[src/common/iebb_pkg.sv]
// Constants and types shared by the interrupt enable/level bank
package iebb_pkg;

  // ==========================================================
  // Register indices (byte address is four times the index)
  localparam logic [7:0] TB0_CMP_IDX = 8'h99;
  localparam logic [7:0] TB1_CMP_IDX = 8'h9A;
  localparam logic [7:0] TB_OVF_IDX = 8'h9B;
  localparam logic [7:0] SER0_IDX = 8'h9C;
  localparam logic [7:0] SER1_IDX = 8'h9D;
  localparam logic [7:0] BUSIF_CLK_IDX = 8'h9E;
  localparam logic [7:0] DMA01_IDX = 8'hA0;
  localparam logic [7:0] DMA23_IDX = 8'hA1;

  localparam int NUM_REG = 8;
  localparam int NUM_SRC = 16;
  localparam logic [NUM_REG-1:0][7:0] REG_IDX = {
    DMA23_IDX, DMA01_IDX, BUSIF_CLK_IDX, SER1_IDX,
    SER0_IDX, TB_OVF_IDX, TB1_CMP_IDX, TB0_CMP_IDX
  };

  // ==========================================================
  // Field layout of each eight-bit register
  localparam int LVL_W = 3;
  localparam int HI_FLAG_BIT = 7;
  localparam int HI_LVL_LSB = 4;
  localparam int LO_FLAG_BIT = 3;
  localparam int LO_LVL_LSB = 0;
  localparam logic [7:0] REG_RESET = 8'h00;
  localparam logic [LVL_W-1:0] LVL_RESET = 3'h0;
  localparam logic [LVL_W-1:0] LVL_DISABLED = 3'h0;

  // ==========================================================
  // Bus decode
  localparam int IDX_LSB = 2;
  localparam int IDX_MSB = 9;
  localparam logic [1:0] HTRANS_NONSEQ = 2'h2;
  localparam logic HRESP_OKAY = 1'b0;

  typedef enum logic [3:0] {
    IEBB_BUS_IDLE = 4'h1,
    IEBB_BUS_WRITE = 4'h2,
    IEBB_BUS_RDWAIT = 4'h4,
    IEBB_BUS_RDDONE = 4'h8
  } iebb_bus_e;

endpackage : iebb_pkg

[src/design/iebb_flag_cell.sv]
// Pending-request flag of one interrupt source
`timescale 1ns/1ps
module iebb_flag_cell (
  // Clock and reset
  input wire logic clk_sys,
  input wire logic rstn,
  // Source event and processor acceptance
  input wire logic irq_event,
  input wire logic irq_accept,
  // Flag state
  output logic pending
);

  typedef struct packed {
    logic pending;
  } iebb_cell_s;

  iebb_cell_s state;
  iebb_cell_s next_state;

  // ==========================================================
  // Set on event, cleared on acceptance; set wins
  always_comb begin
    next_state = state;
    if (irq_event) begin
      next_state.pending = 1'b1;
    end else if (irq_accept) begin
      next_state.pending = 1'b0;
    end
  end

  always_ff @(posedge clk_sys or negedge rstn) begin
    if (!rstn) begin
      state <= '0;
    end else begin
      state <= next_state;
    end
  end

  assign pending = state.pending;

endmodule : iebb_flag_cell

[src/design/iebb_bank.sv]
// Interrupt enable/level register bank with AHB-Lite slave
`timescale 1ns/1ps
module iebb_bank (
  // Clock and reset
  input wire logic clk_sys,
  input wire logic rstn,
  // AHB-Lite slave
  input wire logic hsel,
  input wire logic [31:0] haddr,
  input wire logic [1:0] htrans,
  input wire logic hwrite,
  input wire logic [2:0] hsize,
  input wire logic [31:0] hwdata,
  input wire logic hready,
  output logic [31:0] hrdata,
  output logic hreadyout,
  output logic hresp,
  // Timer B events
  input wire logic timer_b0_compare_a_irq,
  input wire logic timer_b0_compare_b_irq,
  input wire logic timer_b1_compare_a_irq,
  input wire logic timer_b1_compare_b_irq,
  input wire logic timer_b0_overflow_irq,
  input wire logic timer_b1_overflow_irq,
  // Serial, bus interface and clock calendar events
  input wire logic serial0_receive_irq,
  input wire logic serial0_transmit_irq,
  input wire logic serial1_receive_irq,
  input wire logic serial1_transmit_irq,
  input wire logic serial_bus_if_irq,
  input wire logic clock_calendar_irq,
  // Micro-DMA events
  input wire logic dma0_end_irq,
  input wire logic dma1_end_irq,
  input wire logic dma2_end_irq,
  input wire logic dma3_end_irq,
  // Processor acceptance side
  input wire logic [15:0] irq_accept,
  output logic [15:0] irq_request,
  output logic [47:0] irq_level
);

  typedef struct packed {
    iebb_pkg::iebb_bus_e bus;
    logic hit;
    logic [2:0] slot;
    logic [15:0][2:0] level;
    logic [15:0] request;
    logic [47:0] level_out;
    logic [31:0] rdata;
    logic readyout;
    logic resp;
  } iebb_state_s;

  iebb_state_s state;
  iebb_state_s next_state;

  logic [15:0] src_event;
  logic [15:0] pending;
  logic addr_take;

  // ==========================================================
  // Source order: source 2k is the lower half of register k
  assign src_event = {
    dma3_end_irq, dma2_end_irq,
    dma1_end_irq, dma0_end_irq,
    clock_calendar_irq, serial_bus_if_irq,
    serial1_transmit_irq, serial1_receive_irq,
    serial0_transmit_irq, serial0_receive_irq,
    timer_b1_overflow_irq, timer_b0_overflow_irq,
    timer_b1_compare_b_irq, timer_b1_compare_a_irq,
    timer_b0_compare_b_irq, timer_b0_compare_a_irq
  };

  // ==========================================================
  // Pending flags, one cell per source
  generate
    for (genvar g = 0; g < iebb_pkg::NUM_SRC; g++) begin : g_src
      iebb_flag_cell u_flag (
        .clk_sys(clk_sys),
        .rstn(rstn),
        .irq_event(src_event[g]),
        .irq_accept(irq_accept[g]),
        .pending(pending[g])
      );
    end
  endgenerate

  // ==========================================================
  // Address decode: index to register slot
  function automatic logic [3:0] decode_slot(input logic [7:0] idx);
    logic [3:0] res;
    res = 4'h0;
    for (int k = 0; k < iebb_pkg::NUM_REG; k++) begin
      if (idx == iebb_pkg::REG_IDX[k]) begin
        res = {1'b1, 3'(k)};
      end
    end
    return res;
  endfunction : decode_slot

  // Read image of one register
  function automatic logic [7:0] reg_image(
    input logic [2:0] slot,
    input logic [15:0] pend,
    input logic [15:0][2:0] lvl
  );
    logic [7:0] img;
    logic [3:0] lo;
    logic [3:0] hi;
    img = iebb_pkg::REG_RESET;
    lo = {slot, 1'b0};
    hi = {slot, 1'b1};
    img[iebb_pkg::HI_FLAG_BIT] = pend[hi];
    img[iebb_pkg::HI_LVL_LSB +: iebb_pkg::LVL_W] = lvl[hi];
    img[iebb_pkg::LO_FLAG_BIT] = pend[lo];
    img[iebb_pkg::LO_LVL_LSB +: iebb_pkg::LVL_W] = lvl[lo];
    return img;
  endfunction : reg_image

  assign addr_take = hsel && hready && (htrans == iebb_pkg::HTRANS_NONSEQ);

  // ==========================================================
  // Next-state logic
  always_comb begin
    logic [3:0] dec;
    logic [3:0] lo;
    logic [3:0] hi;
    dec = 4'h0;
    lo = 4'h0;
    hi = 4'h0;
    next_state = state;
    next_state.resp = iebb_pkg::HRESP_OKAY;

    unique case (state.bus)
      iebb_pkg::IEBB_BUS_IDLE: begin
        next_state.bus = iebb_pkg::IEBB_BUS_IDLE;
      end
      iebb_pkg::IEBB_BUS_WRITE: begin
        next_state.bus = iebb_pkg::IEBB_BUS_IDLE;
        if (state.hit) begin
          lo = {state.slot, 1'b0};
          hi = {state.slot, 1'b1};
          // Flag bits are dropped on write
          next_state.level[hi] = hwdata[iebb_pkg::HI_LVL_LSB +: iebb_pkg::LVL_W];
          next_state.level[lo] = hwdata[iebb_pkg::LO_LVL_LSB +: iebb_pkg::LVL_W];
        end
      end
      iebb_pkg::IEBB_BUS_RDWAIT: begin
        next_state.bus = iebb_pkg::IEBB_BUS_RDDONE;
        next_state.readyout = 1'b1;
        next_state.rdata = 32'h0000_0000;
        if (state.hit) begin
          next_state.rdata[7:0] = reg_image(state.slot, pending, state.level);
        end
      end
      iebb_pkg::IEBB_BUS_RDDONE: begin
        next_state.bus = iebb_pkg::IEBB_BUS_IDLE;
      end
    endcase

    // New address phase; reads get one wait state
    if (addr_take) begin
      dec = decode_slot(haddr[iebb_pkg::IDX_MSB:iebb_pkg::IDX_LSB]);
      next_state.hit = dec[3];
      next_state.slot = dec[2:0];
      if (hwrite) begin
        next_state.bus = iebb_pkg::IEBB_BUS_WRITE;
      end else begin
        next_state.bus = iebb_pkg::IEBB_BUS_RDWAIT;
        next_state.readyout = 1'b0;
      end
    end

    // Forward only enabled pending sources
    for (int i = 0; i < iebb_pkg::NUM_SRC; i++) begin
      next_state.request[i] = pending[i] &&
        (state.level[i] != iebb_pkg::LVL_DISABLED);
      next_state.level_out[i*iebb_pkg::LVL_W +: iebb_pkg::LVL_W] = state.level[i];
    end
  end

  // ==========================================================
  // State register
  always_ff @(posedge clk_sys or negedge rstn) begin
    if (!rstn) begin
      state <= '0;
      state.bus <= iebb_pkg::IEBB_BUS_IDLE;
      state.readyout <= 1'b1;
      state.resp <= iebb_pkg::HRESP_OKAY;
    end else begin
      state <= next_state;
    end
  end

  // ==========================================================
  // Outputs
  assign hrdata = state.rdata;
  assign hreadyout = state.readyout;
  assign hresp = state.resp;
  assign irq_request = state.request;
  assign irq_level = state.level_out;

endmodule : iebb_bank

[config.mk]
export PLATFORM = sky130hd
export DESIGN_NAME = iebb_bank
export DESIGN_NICKNAME = d
export VERILOG_FILES = /design/src/common/iebb_pkg.sv /design/src/design/iebb_flag_cell.sv /design/src/design/iebb_bank.sv
export SDC_FILE = /design/constraint.sdc
export NUM_CORES = 1
export LEC_CHECK = 0
export BUFFER_PORTS_ARGS = -buffer_cell sky130_fd_sc_hd__buf_4
export CORE_MARGIN = 1.5
export CORE_UTILIZATION = 45
export CTS_CLUSTER_DIAMETER = 120
export DETAILED_ROUTE_END_ITERATION = 8
export PLACE_DENSITY = 0.81
export REMOVE_ABC_BUFFERS = 1
export SLEW_MARGIN = 25
export SYNTH_ARGS = -nofsm -noshare
export SYNTH_HDL_FRONTEND = slang
export SYNTH_HIERARCHICAL = 1
export SYNTH_SLANG_ARGS = --single-unit
export TNS_END_PERCENT = 1
[constraint.sdc]
create_clock -name clk_sys -period 2.5 [get_ports clk_sys]
set_input_delay 0.125 -clock clk_sys [delete_from_list [all_inputs] [get_ports clk_sys]]
set_output_delay 0.125 -clock clk_sys [all_outputs]
set_load 0.01 [all_outputs]
==> flow_metrics.env <==
export IMPL_grt_busiest_layer="met2"
export IMPL_path_class="reg2reg"
export IMPL_status="completed"
export IMPL_setup_tns_ns=0
export IMPL_power_mw=6.27
export IMPL_ios=204
export IMPL_layout_cells_non_filler=773
export IMPL_worstPathArrival_ns=2.34
export IMPL_r2r_worst_path_cells=4
export IMPL_start_util=0.465
export IMPL_port_buffers=125
export IMPL_use_met1=0.225
export IMPL_r2r_setup_slack_ns=0.45
export IMPL_drt_iter0_markers=202
export IMPL_syn2layout_area_growth_pct=24.7
export IMPL_post_route_util=0.579
export IMPL_tightest_slew_ns=0.669
export IMPL_cp_end_kind="register"
export IMPL_peakVddDrop_uv=662
export IMPL_die_w_microns=120
export IMPL_place_gp_congestion=0.853
export IMPL_finalSetupViolations=0
export IMPL_drc=0
export IMPL_cpMaxStageDelayCell="or4b_1"
export IMPL_grt_usage=0.196
export IMPL_tritoncts="yes"
export IMPL_hpwl_microns=9230
export IMPL_path_max_fanout=6
export IMPL_antennaDiodeCount=0
export IMPL_grt_pass1_vias=4129
export IMPL_cts_made_buffers=17
export IMPL_grtUsageMet2=0.345
export IMPL_cts_htree_levels=4
export IMPL_synth_area_sq_um=6180
export IMPL_drive_gt1_frac=0.379
export IMPL_drt_first_pass_iters=4
export IMPL_maxCapViolCount=0
export IMPL_worstHoldPathType="in2reg"
export IMPL_cts_sinks=145
export IMPL_core_sq_um=13300
export IMPL_slew_violations=0
export IMPL_hold_depth=2
export IMPL_reg2reg_to="next_state[52]"
export IMPL_numPlacedInstances=704
export IMPL_grt_overflow=0
export IMPL_dpl_cell_area_sq_um=6710
export IMPL_final_cell_area_sq_um=7700
export IMPL_r2r_start="state[153]"
export IMPL_ys_ff_latch=145
export IMPL_ys_types=47
export IMPL_cp_start_kind="register"
export IMPL_synthFlopType="dfrtp_1"
export IMPL_grt_max_degree=76
export IMPL_root_buffer="clkbuf_16"
export IMPL_post_drt_wl_per_cell_microns=17.2
export IMPL_grt_pass1_wl_microns=21300
export IMPL_ant_nets=0
export IMPL_hold_viol_final=0
export IMPL_insertion_delay_ns=0.42
export IMPL_cp_data_required_time_ns=2.80
export IMPL_nets=690
export IMPL_min_to="next_state[52]"
export IMPL_clk_pin_slew_ns=0.06
export IMPL_rsz0062_at_grt="no"
export IMPL_p_leak_nw=3.50
export IMPL_hp_start="hwdata[0]"
export IMPL_dp_slack_ns=0.464
export IMPL_max_stage_delay_ns=0.60
export IMPL_die_h_microns=120
export IMPL_fp_row_count=42
export IMPL_postSynth_asyncResetShare=1.00
export IMPL_slew_headroom=0.554
export IMPL_power_density_nw_per_um2=814
export IMPL_worstPathCellList="or4b_1 > nor3_2 > nand2_1 > mux2_1"
export IMPL_yosys_warnings=6
export IMPL_fin_crit_ns=2.05
export IMPL_cts_setup_buffers=0
export IMPL_cp_buffers_inverters=0
export IMPL_die_area_sq_um=14400
export IMPL_skew_ns=0.00761
export IMPL_period_share=0.819
export IMPL_routed_via_count=3899
export IMPL_syn_inst=482
export IMPL_met3_usage=0.0665
export IMPL_seq_area_frac_synth=0.588
export IMPL_max_freq_mhz=488
export IMPL_nFillCells=1049
export IMPL_postRouteWirelength_microns=13300
export IMPL_vias_per_cell=5.04
export IMPL_cts_buffer_depth=2
export IMPL_whs_ns=0.0246
export IMPL_synth_edff_count=0
export IMPL_synth_avg_cell_area_sq_um=12.8
export IMPL_antenna_found_initial=0
export IMPL_path_delay_family="simple AND/OR/NAND/NOR gates"
export IMPL_setup_ws_ns=0.452
==> synthesized netlist by cell type (2+ instances only) <==
library cell,n,share of area
buf_2,3,0.0024
a2111oi_0,2,0.0028
o41ai_1,2,0.0028
buf_4,97,0.12
and2_1,2,0.0020
mux2i_1,11,0.018
clkbuf_1,9,0.0055
nor3_2,2,0.0032
inv_1,18,0.011
o31a_1,17,0.024
dfstp_2,2,0.0085
a21o_1,16,0.019
nor2b_1,4,0.0041
a221oi_1,3,0.0043
nand3_1,4,0.0032
mux2_2,53,0.097
mux4_2,3,0.011
o22ai_1,4,0.0041
nor2_1,9,0.0055
a31oi_1,9,0.0091
a22o_1,2,0.0028
o21ai_0,15,0.012
nand2b_1,6,0.0061
xor2_1,2,0.0028
nand3b_1,2,0.0024
dfrtp_1,143,0.58
a21oi_1,5,0.0041
nand2_1,17,0.010
nor4_1,2,0.0020
==> cell usage in the layout, fill, tap and decap left out, drive strengths merged, types with 16 or more instances in the layout <==
master       netlist  routed
dfrtp            143     143
inv               18      18
mux2              54      54
o31a              17      17
dlygate4sd3        0      37
clkbuf             9      18
nand2             17      17
conb               1      25
buf              101     132
a21o              16      16
==> how the worst max path moves through the flow <==
stage          startpoint             end  cells after the start
6_report       state[153]  next_state[52]                      4
3_5_place_dp   state[153]  next_state[52]                      4
5_1_grt        state[153]  next_state[52]                      4
3_3_place_gp   state[153]  next_state[52]                      4
2_1_floorplan  state[146]  next_state[52]                      4
4_1_cts        state[153]  next_state[52]                      4
==> where the power goes <==
| part | internal, mW | switching, mW |
|---|---|---|
| Clock | 1.66 | 0.938 |
| Sequential | 2.62 | 0.196 |
| Combinational | 0.468 | 0.391 |
==> logic make-up (layout without fill, tap and decap cells) <==
| family | after synthesis | after routing | synth area share |
|---|---|---|---|
| other | 1 | 25 | 0.000607 |
| AND/OR/NAND/NOR | 57 | 57 | 0.0513 |
| XOR/XNOR | 2 | 2 | 0.00284 |
| flip-flops | 145 | 145 | 0.588 |
| multiplexers | 68 | 68 | 0.127 |
| AO/OA/AOI/OAI | 80 | 80 | 0.0922 |
| buffers and inverters | 129 | 220 | 0.138 |
==> routing by layer <==
layer | part of all wire | wire (microns)
met1 | 0.39 | 5180
met2 | 0.54 | 7160
met3 | 0.060 | 798
met4 | 0.010 | 138
met5 | 0 | 0
==> final cells by class <==
type                    instances  area [sq um]  area share
clock buffers                  18           429      0.0557
clock inverters                14           190      0.0247
inverters                      19          71.3     0.00926
multi-input cells             232          1780       0.231
flip-flops and latches        145          3630       0.471
well taps                     176           220      0.0286
repair buffers                169          1380       0.179
==> registers in the layout (all words and copies together) (netlist names) <==
register,count
g_src.u_flag/pending,16
state,8
hreadyout,1
hrdata,8
next_state,48
irq_request,16
irq_level,48
==> repair_timing <==
item | in CTS | in global routing
hold endpoints to repair | 98 | 1
hold buffers | 36 | 1
resized for setup | 0 | 0
(Power assumes the default switching activity.)
